`config.mk`:
```
export PLATFORM = sky130hd
export DESIGN_NAME = aes_advisory
export DESIGN_NICKNAME = d
export VERILOG_FILES = /design/src/hdl/aes_pkg.sv /design/src/hdl/aes_advisory.sv
export SDC_FILE = /design/constraint.sdc
export NUM_CORES = 1
export LEC_CHECK = 0
export ABC_AREA = 1
export BUFFER_PORTS_ARGS = -buffer_cell sky130_fd_sc_hd__buf_2
export CAP_MARGIN = 20
export CORE_ASPECT_RATIO = 1.1
export CORE_MARGIN = 5
export CORE_UTILIZATION = 35
export CTS_CLUSTER_DIAMETER = 60
export DETAILED_ROUTE_END_ITERATION = 16
export PLACE_DENSITY = 0.5
export SLEW_MARGIN = 20
export SYNTH_ARGS = -nofsm -noshare
export SYNTH_HDL_FRONTEND = slang
export SYNTH_SLANG_ARGS = --single-unit
```
`constraint.sdc`:
```
create_clock -name sys_clk_in -period 2.5 [get_ports sys_clk_in]
set_clock_uncertainty 0.05 [all_clocks]
set_input_delay 0.5 -clock sys_clk_in [delete_from_list [all_inputs] [get_ports sys_clk_in]]
set_output_delay 0.5 -clock sys_clk_in [all_outputs]
set_load 0.02 [all_outputs]
```
`src/hdl/aes_pkg.sv`:
```
package aes_pkg;
   // ----------------------------------------
   // register map (apb, byte addresses)
   // ----------------------------------------
   localparam logic [11:0] AES_CTRL_OFS = 12'h000;      // reporting enables and options
   localparam logic [11:0] AES_SEV_OFS = 12'h004;       // per-error severity, 1 = fatal
   localparam logic [11:0] AES_MASK_OFS = 12'h008;      // per-error mask
   localparam logic [11:0] AES_STAT_OFS = 12'h00c;      // per-error status, write one to clear
   localparam logic [11:0] AES_CNT_OFS = 12'h010;       // message counters and retry count
   // ----------------------------------------
   // control field positions
   // ----------------------------------------
   localparam int CTRL_COR_EN = 0;      // correctable reporting enable
   localparam int CTRL_NF_EN = 1;       // non-fatal reporting enable
   localparam int CTRL_FAT_EN = 2;      // fatal reporting enable
   localparam int CTRL_SERR_EN = 3;     // system error enable
   localparam int CTRL_E2E_CRC_EN = 4;  // end-to-end crc checking enable
   localparam int CTRL_RETRY_MAX_LO = 8;
   localparam int CTRL_RETRY_W = 4;
   localparam logic [31:0] CTRL_RST = 32'h0000_0000;
   localparam logic [7:0] SEV_RST = 8'h00;       // all errors non-fatal after reset
   localparam logic [7:0] MASK_RST = 8'h00;
   // ----------------------------------------
   // error kinds (index into severity, mask, status)
   // ----------------------------------------
   localparam int AES_NERR = 8;
   typedef enum logic [2:0] {
      ERR_CPL_REFUSED,     // completer returns unsupported/abort status
      ERR_ACS_VIOL,        // access-control violation, answered unsupported/abort
      ERR_POISON,          // poisoned tlp
      ERR_E2E_CRC,         // bad end-to-end crc
      ERR_CPL_TIMEOUT,     // completion timeout
      ERR_UNEXP_CPL,       // unexpected completion
      ERR_REFUSED_RCVD,    // requester got unsupported/abort status
      ERR_SPARE
   } aes_err_t;
   typedef enum logic [1:0] {
      ROLE_COMPLETER,
      ROLE_INTERMEDIATE,
      ROLE_ULTIMATE,
      ROLE_REQUESTER
   } aes_role_t;
   typedef enum logic [1:0] {
      MSG_NONE,
      MSG_COR,
      MSG_NONFATAL,
      MSG_FATAL
   } aes_msg_t;
   // ----------------------------------------
   // carriers
   // ----------------------------------------
   typedef struct packed {
      logic valid;              // one-cycle detection pulse
      aes_err_t kind;
      aes_role_t role;
      logic also_unexp;         // same tlp was also an unexpected completion
      logic poison_ok;          // poison handled so operation continues
      logic p2p_no_prop;        // root peer-to-peer, cannot carry error info
      logic retry;              // requester will retry after timeout
   } aes_det_t;
   typedef struct packed {
      logic valid;
      aes_msg_t msg;
      logic drop;               // transaction must not be forwarded
      logic fill_ones;          // return all ones to software
   } aes_dec_t;
   typedef struct packed {
      logic [31:0] ctrl;
      logic [AES_NERR-1:0] sev;
      logic [AES_NERR-1:0] mask;
      logic [AES_NERR-1:0] stat;
      logic [7:0] cor_cnt;
      logic [7:0] nf_cnt;
      logic [7:0] fat_cnt;
      logic [3:0] retries;
      aes_dec_t dec;
      logic [31:0] prdata;
      logic pready;
   } aes_state_t;
endpackage

```
`src/hdl/aes_advisory.sv`:
```
// Decided for this implementation: the APB register port and the address map.
`timescale 1ns/10ps
// Summary of operation
// RL1: advanced-reporting agent sends cor for advisory case
// RL2: no advanced reporting: advisory case sends nothing
// RL3: completer unsupported/abort non-fatal is advisory
// RL4: access violation answered unsupported/abort is advisory
// RL5: completer may poison data instead
// RL6: routing receiver treats non-fatal error as advisory
// RL7: crc errors ignored when checking off
// RL8: root peer-to-peer without propagation: nonfatal, drop
// RL9: ultimate poisoned receiver continuing is advisory
// RL10: root poison write: cor if propagated
// RL11: requester poisoned read: cor if handled
// RL12: timeout retries finite, then uncorrectable message
// RL13: report advisory before each timeout retry
// RL14: avoid retrying a fatal timeout
// RL15: unexpected completion non-fatal is advisory
// RL16: fatal severity always sends fatal; here only while fatal or system error enable is set and the error is unmasked
// RL17: unexpected plus poisoned reports unexpected only
// RL18: requester handles unsupported/abort completion itself
// RL19: requester logs and sends nothing for it; here its status bit is not set either
// RL20: root may return all ones to software
// RL21: class disabled means no message; here system error enable still sends nonfatal and fatal
// RL22: masked error sets status, sends nothing
// RL23: one message class at most per error
module aes_advisory #(
   parameter bit HAS_ADV_REPORT = 1'b1       // build-time advanced reporting support
) (
   input wire logic sys_clk_in,
   input wire logic rstn_in,
   input wire logic clk_en_in,
   // apb slave
   input wire logic psel_in,
   input wire logic penable_in,
   input wire logic pwrite_in,
   input wire logic [11:0] paddr_in,
   input wire logic [31:0] pwdata_in,
   output logic [31:0] prdata_out,
   output logic pready_out,
   output logic pslverr_out,
   // detection and decision
   input wire aes_pkg::aes_det_t det_in,
   output aes_pkg::aes_dec_t dec_out,
   output logic retry_ok_out
);
   import aes_pkg::*;

   // ----------------------------------------
   // state
   // ----------------------------------------
   aes_state_t st_ff;       // all registered state
   aes_state_t nxt_st;      // next state

   // decision helper signals
   logic is_fatal;          // programmed severity of this error
   logic advisory;          // case falls into advisory handling
   logic seen;              // error actually detected
   logic [AES_NERR-1:0] hit; // one-hot of the detected kind
   aes_msg_t msg_raw;       // class before enables and mask
   aes_msg_t msg_fin;       // class after enables and mask
   logic cls_en;            // class enabled
   logic retry_lim;         // retries exhausted
   logic apb_acc;           // apb access phase
   logic [3:0] retry_max;

   // ----------------------------------------
   // per-error one-hot decode
   // ----------------------------------------
   genvar gi;
   generate
      for (gi = 0; gi < AES_NERR; gi++) begin : g_hit
         assign hit[gi] = seen && (det_in.kind == aes_err_t'(gi));
      end
   endgenerate

   // ----------------------------------------
   // decision logic
   // ----------------------------------------
   always_comb begin
      retry_max = st_ff.ctrl[CTRL_RETRY_MAX_LO +: CTRL_RETRY_W];
      retry_lim = (st_ff.retries >= retry_max);
      is_fatal = st_ff.sev[det_in.kind];
      seen = det_in.valid;
      advisory = 1'b0;
      msg_raw = MSG_NONE;
      // crc error not seen when checking is off
      if (det_in.kind == ERR_E2E_CRC && !st_ff.ctrl[CTRL_E2E_CRC_EN]) begin
         seen = 1'b0;                                               // [RL7]
      end
      // poison on an unexpected completion is folded into that error
      if (det_in.kind == ERR_POISON && det_in.also_unexp) begin
         seen = 1'b0;                                               // [RL17]
      end
      case (det_in.kind)
         ERR_CPL_REFUSED: advisory = (det_in.role == ROLE_COMPLETER);  // [RL3] [RL5]
         ERR_ACS_VIOL: advisory = (det_in.role == ROLE_COMPLETER);   // [RL4]
         ERR_POISON, ERR_E2E_CRC: begin
            if (det_in.role == ROLE_INTERMEDIATE) begin
               advisory = !det_in.p2p_no_prop;                        // [RL6] [RL8]
            end else begin
               advisory = det_in.poison_ok;                           // [RL9] [RL10] [RL11]
            end
         end
         ERR_CPL_TIMEOUT: advisory = det_in.retry && !retry_lim;     // [RL12] [RL13]
         ERR_UNEXP_CPL: advisory = 1'b1;                              // [RL15]
         default: advisory = 1'b0;
      endcase
      if (det_in.kind == ERR_REFUSED_RCVD && det_in.role == ROLE_REQUESTER) begin
         seen = 1'b0;                                                 // [RL18] [RL19]
      end
      if (is_fatal) begin
         msg_raw = MSG_FATAL;                                         // [RL16]
      end else if (advisory) begin
         msg_raw = HAS_ADV_REPORT ? MSG_COR : MSG_NONE;               // [RL1] [RL2]
      end else begin
         msg_raw = MSG_NONFATAL;
      end
      case (msg_raw)
         MSG_COR: cls_en = st_ff.ctrl[CTRL_COR_EN];
         MSG_NONFATAL: cls_en = st_ff.ctrl[CTRL_NF_EN] || st_ff.ctrl[CTRL_SERR_EN];
         MSG_FATAL: cls_en = st_ff.ctrl[CTRL_FAT_EN] || st_ff.ctrl[CTRL_SERR_EN];
         default: cls_en = 1'b0;
      endcase
      // single class per error, gated by enables and mask
      msg_fin = (seen && cls_en && !st_ff.mask[det_in.kind]) ? msg_raw : MSG_NONE;  // [RL21] [RL22] [RL23]
   end

   // ----------------------------------------
   // next-state logic
   // ----------------------------------------
   always_comb begin
      nxt_st = st_ff;
      apb_acc = psel_in && penable_in;
      nxt_st.pready = psel_in && !penable_in;
      nxt_st.dec = '0;
      // decision output, one cycle
      if (det_in.valid) begin
         nxt_st.dec.valid = 1'b1;
         nxt_st.dec.msg = msg_fin;
         nxt_st.dec.drop = seen && det_in.role == ROLE_INTERMEDIATE && det_in.p2p_no_prop;  // [RL8]
         nxt_st.dec.fill_ones = det_in.kind == ERR_REFUSED_RCVD && det_in.role == ROLE_REQUESTER;  // [RL20]
      end
      // timeout retry bookkeeping
      if (hit[ERR_CPL_TIMEOUT]) begin
         if (advisory && !is_fatal) begin
            nxt_st.retries = 4'(st_ff.retries + 4'h1);                 // [RL12]
         end else begin
            nxt_st.retries = 4'h0;
         end
      end
      case (msg_fin)
         MSG_COR: nxt_st.cor_cnt = 8'(st_ff.cor_cnt + 8'h01);
         MSG_NONFATAL: nxt_st.nf_cnt = 8'(st_ff.nf_cnt + 8'h01);
         MSG_FATAL: nxt_st.fat_cnt = 8'(st_ff.fat_cnt + 8'h01);
         default: nxt_st.cor_cnt = st_ff.cor_cnt;
      endcase
      // apb register access
      if (apb_acc && pwrite_in) begin
         case (paddr_in)
            AES_CTRL_OFS: nxt_st.ctrl = pwdata_in;
            AES_SEV_OFS: nxt_st.sev = pwdata_in[AES_NERR-1:0];
            AES_MASK_OFS: nxt_st.mask = pwdata_in[AES_NERR-1:0];
            AES_STAT_OFS: nxt_st.stat = st_ff.stat & ~pwdata_in[AES_NERR-1:0];
            default: nxt_st.ctrl = st_ff.ctrl;
         endcase
      end
      // status set wins over clear, masked errors still set status
      nxt_st.stat = nxt_st.stat | hit;                                 // [RL22]
      case (paddr_in)
         AES_CTRL_OFS: nxt_st.prdata = st_ff.ctrl;
         AES_SEV_OFS: nxt_st.prdata = {24'h000000, st_ff.sev};
         AES_MASK_OFS: nxt_st.prdata = {24'h000000, st_ff.mask};
         AES_STAT_OFS: nxt_st.prdata = {24'h000000, st_ff.stat};
         AES_CNT_OFS: nxt_st.prdata = {st_ff.retries, 4'h0, st_ff.fat_cnt, st_ff.nf_cnt, st_ff.cor_cnt};
         default: nxt_st.prdata = 32'h0000_0000;
      endcase
   end

   // ----------------------------------------
   // registers
   // ----------------------------------------
   always_ff @(posedge sys_clk_in) begin
      if (!rstn_in) begin
         nxt_st_reset();
      end else if (clk_en_in) begin
         st_ff <= nxt_st;
      end
   end

   task automatic nxt_st_reset();
      st_ff <= '0;
      st_ff.ctrl <= CTRL_RST;
      st_ff.sev <= SEV_RST;
      st_ff.mask <= MASK_RST;
   endtask

   // ----------------------------------------
   // outputs
   // ----------------------------------------
   assign prdata_out = st_ff.prdata;
   assign pready_out = st_ff.pready;
   assign pslverr_out = 1'b0;
   assign dec_out = st_ff.dec;
   // retry allowed only for non-fatal timeouts under the limit
   assign retry_ok_out = !st_ff.sev[ERR_CPL_TIMEOUT] && (st_ff.retries < st_ff.ctrl[CTRL_RETRY_MAX_LO +: CTRL_RETRY_W]);  // [RL14]
endmodule

```
==> results_dict.tcl <==
set metrics [dict create \
    clock-root-buffer "clkbuf_16" \
    die_w_um 136.0 \
    io_pins 100 \
    period_share 0.8886 \
    syn2layout_area_growth_pct 17.97 \
    die-height_um 148.6 \
    crit_buf_inv 2 \
    n_antenna_cell 0 \
    drt-initial-drc-count 227 \
    max_freq_ghz 0.4502 \
    async_flop_share 0 \
    utilization 0.4223 \
    netlist_area_um2 6113 \
    grt_pass1_vias 5328 \
    dp_slack_ps -34.32 \
    antenna_found_initial 0 \
    cp.depth 6 \
    die-area_um2 20210 \
    hold_class "input pin to flip-flop" \
    first_pass_iters 4 \
    cts_made_buffers 17 \
    power_leakage_nw 3.050 \
    hpwl_mm 12.73 \
    synth_cells 855 \
    initial_core_util 0.3579 \
    arrival_ps 1670 \
    avgSynthCellArea_um2 7.150 \
    drt.antenna.violating_nets 0 \
    synth_edf_count 0 \
    wl_per_cell_um 14.97 \
    endpoint_kind "output port" \
    path_delay_family "flip-flops" \
    dpl-instance-area_um2 6618 \
    gp_congestion 0.8203 \
    critPathSlowestCell "dfxtp_1" \
    min_period_ps 2221 \
    layout_setup_ws_ps 278.6 \
    p_per_area_nw_per_um2 638.6 \
    final-hold-violation-count 0 \
    status "completed" \
    cts.htree.levels 4 \
    worstPathRequired_ps 1950 \
    grt_pass1_wl_mm 28.19 \
    cts_tree "built" \
    cp-start-kind "flip-flop" \
    fin_nets 988 \
    setup_tns_ps 0 \
    grt.overflow.total 0 \
    synth_ff_type "dfxtp_1" \
    drt_wl_total_mm 17.47 \
    ys_seq_elements 122 \
    rr_worst_depth 12 \
    cts_buffer_depth 2 \
    hold_buffers 0 \
    max_slew.worst_pin.slew_ps 768.4 \
    max-cap-violations 0 \
    clkLatencyLatePin_ps 420 \
    core_um2 17080 \
    ys_types 35 \
    max_slew_margin 0.4870 \
    rsz0062_at_grt "no" \
    critPathKind "flip-flop to output port" \
    stdcell_area_um2 7212 \
    vias_per_cell 4.725 \
    drive_gt1_frac 0.1929 \
    grt_util_all_layers 0.1775 \
    drc 0 \
    clkTransAtPathRegs_ps 60 \
    setup-violations-final 0 \
    slew_viol_final 0 \
    clock-sinks 122 \
    portBuffers 98 \
    num_vias 5514 \
    num_rows 50 \
    ir_drop_mv 0.4642 \
    ys_seq_area_frac 0.3995 \
    path_max_fanout 3 \
    cp_cell_sequence "inv_1 -> ha_1 -> a21oi_1 -> nand2_1 -> nor2_1 -> buf_2" \
    synth_nets 923 \
    max_stage_delay_ps 300 \
    yosysWarningCount 0 \
    grt_max_degree 54 \
    holdPathStages 3 \
]
synth_stat cells (2+ instances only):
library cell | number | area [µm²]
a21oi_1 | 85 | 425.4
a31oi_1 | 3 | 18.77
buf_1 | 4 | 15.01
buf_2 | 5 | 25.02
buf_4 | 40 | 300.3
clkbuf_1 | 25 | 93.84
clkinv_1 | 2 | 7.510
dfxtp_1 | 122 | 2442
ha_1 | 8 | 100.1
inv_1 | 107 | 401.6
inv_2 | 5 | 18.77
nand2_1 | 150 | 563.0
nand2_2 | 3 | 18.77
nand3_1 | 50 | 250.2
nand3_2 | 2 | 20.02
nand4_1 | 16 | 100.1
nand4_2 | 2 | 25.02
nor2_1 | 52 | 195.2
nor2_2 | 5 | 31.28
nor2_4 | 5 | 56.30
nor3_1 | 11 | 55.05
nor3_2 | 2 | 20.02
o211ai_1 | 20 | 150.1
o21ai_0 | 88 | 440.4
o21ai_1 | 6 | 30.03
o22ai_1 | 9 | 56.30
or2_2 | 3 | 18.77
xnor2_1 | 5 | 43.79
xor2_1 | 14 | 122.6
worst paths after layout:
check / startpoint / end / slack (ps)
worst min-delay path: pwdata_in[25] / st_ff[115] / 270
worst max register to register: st_ff[38] / st_ff[47] / 330
worst min register to register: st_ff[117] / prdata_out[27] / 400
worst max-delay path: retry_max[3] / retry_ok_out / 280
sequential cells by signal, summed over array words and instances (netlist names):
| signal | flops |
|---|---|
| retry_max | 4 |
| dec_out | 5 |
| prdata_out | 32 |
| st_ff | 80 |
| pready_out | 1 |
cells in the final DEF, fill, tap and decap left out, types with 6 or more instances in the layout:
cell	instances
nand3_1	50
nor2_1	52
inv_1	107
o21ai_0	88
o211ai_1	20
nor3_1	11
a21oi_1	85
buf_4	21
o21ai_1	6
nand2_1	150
dfxtp_1	122
xor2_1	14
clkbuf_16	17
o22ai_1	9
buf_2	98
ha_1	8
nand4_1	16
power breakdown:
part           leakage (nW)  internal (mW)  switching, mW
combinational          1.79         0.0893          0.182
sequential            0.984           1.96        0.00574
clock                 0.276           1.48          0.888
per-layer routing:
layer  routed length [µm]  GRT usage  vias to the layer above
met1                 8255     0.2309                     2490
met4                  321    0.06502                        0
met2                 8319     0.2889                       98
li1                     -          -                     2907
met3                  575    0.03789                       19
met5                    0          0                        -
kinds of logic (layout without fill, tap and decap cells):
logic type	count (synthesis)	in the layout	share of synthesized area
simple gates	305	305	0.2307
compound gates	212	212	0.1846
buf+inv	188	266	0.1410
flops	122	122	0.3995
xor+xnor	19	19	0.02722
fa+ha+maj	8	8	0.01637
other cells	1	1	0.0006134
worst register-to-register path: stages, from the launching register on:
cell and delay, ps:
dfxtp_1 360, inv_1 100, ha_1 280, nand2_1 40, nor2_1 90, nor2_1 50, nand3_1 90, nand3_1 120
nand2_2 160, nand4_4 230, buf_4 230, o21ai_0 140, a21oi_1 80
final cells by class:
class | instances | area [µm²]
Clock buffer | 20 | 446.7
Tap cell | 234 | 292.8
Timing Repair Buffer | 120 | 668.1
Inverter | 114 | 427.9
Sequential cell | 122 | 2442
Multi-Input combinational cell | 545 | 2809
Fill cell | 1862 | 9867
Clock inverter | 12 | 125.1
repair_timing:
item / CTS / global route
gates resized for setup: 0 / 0
setup buffers: 0 / 3
setup endpoints to repair: 0 / 6
through the flow:
stage / instances / hold slack, ps / total power, mW
after CTS: 1164 / 251.0 / 4.663
after detailed placement: 1132 / 397.8 / 2.279
final: 1167 / 266.0 / 4.606
after global routing: 1167 / 249.3 / 4.792
after global placement: 1132 / 398.8 / 2.280
after floorplan: 855 / 379.7 / 2.161
No activity file was read; power rests on OpenSTA's default activity.
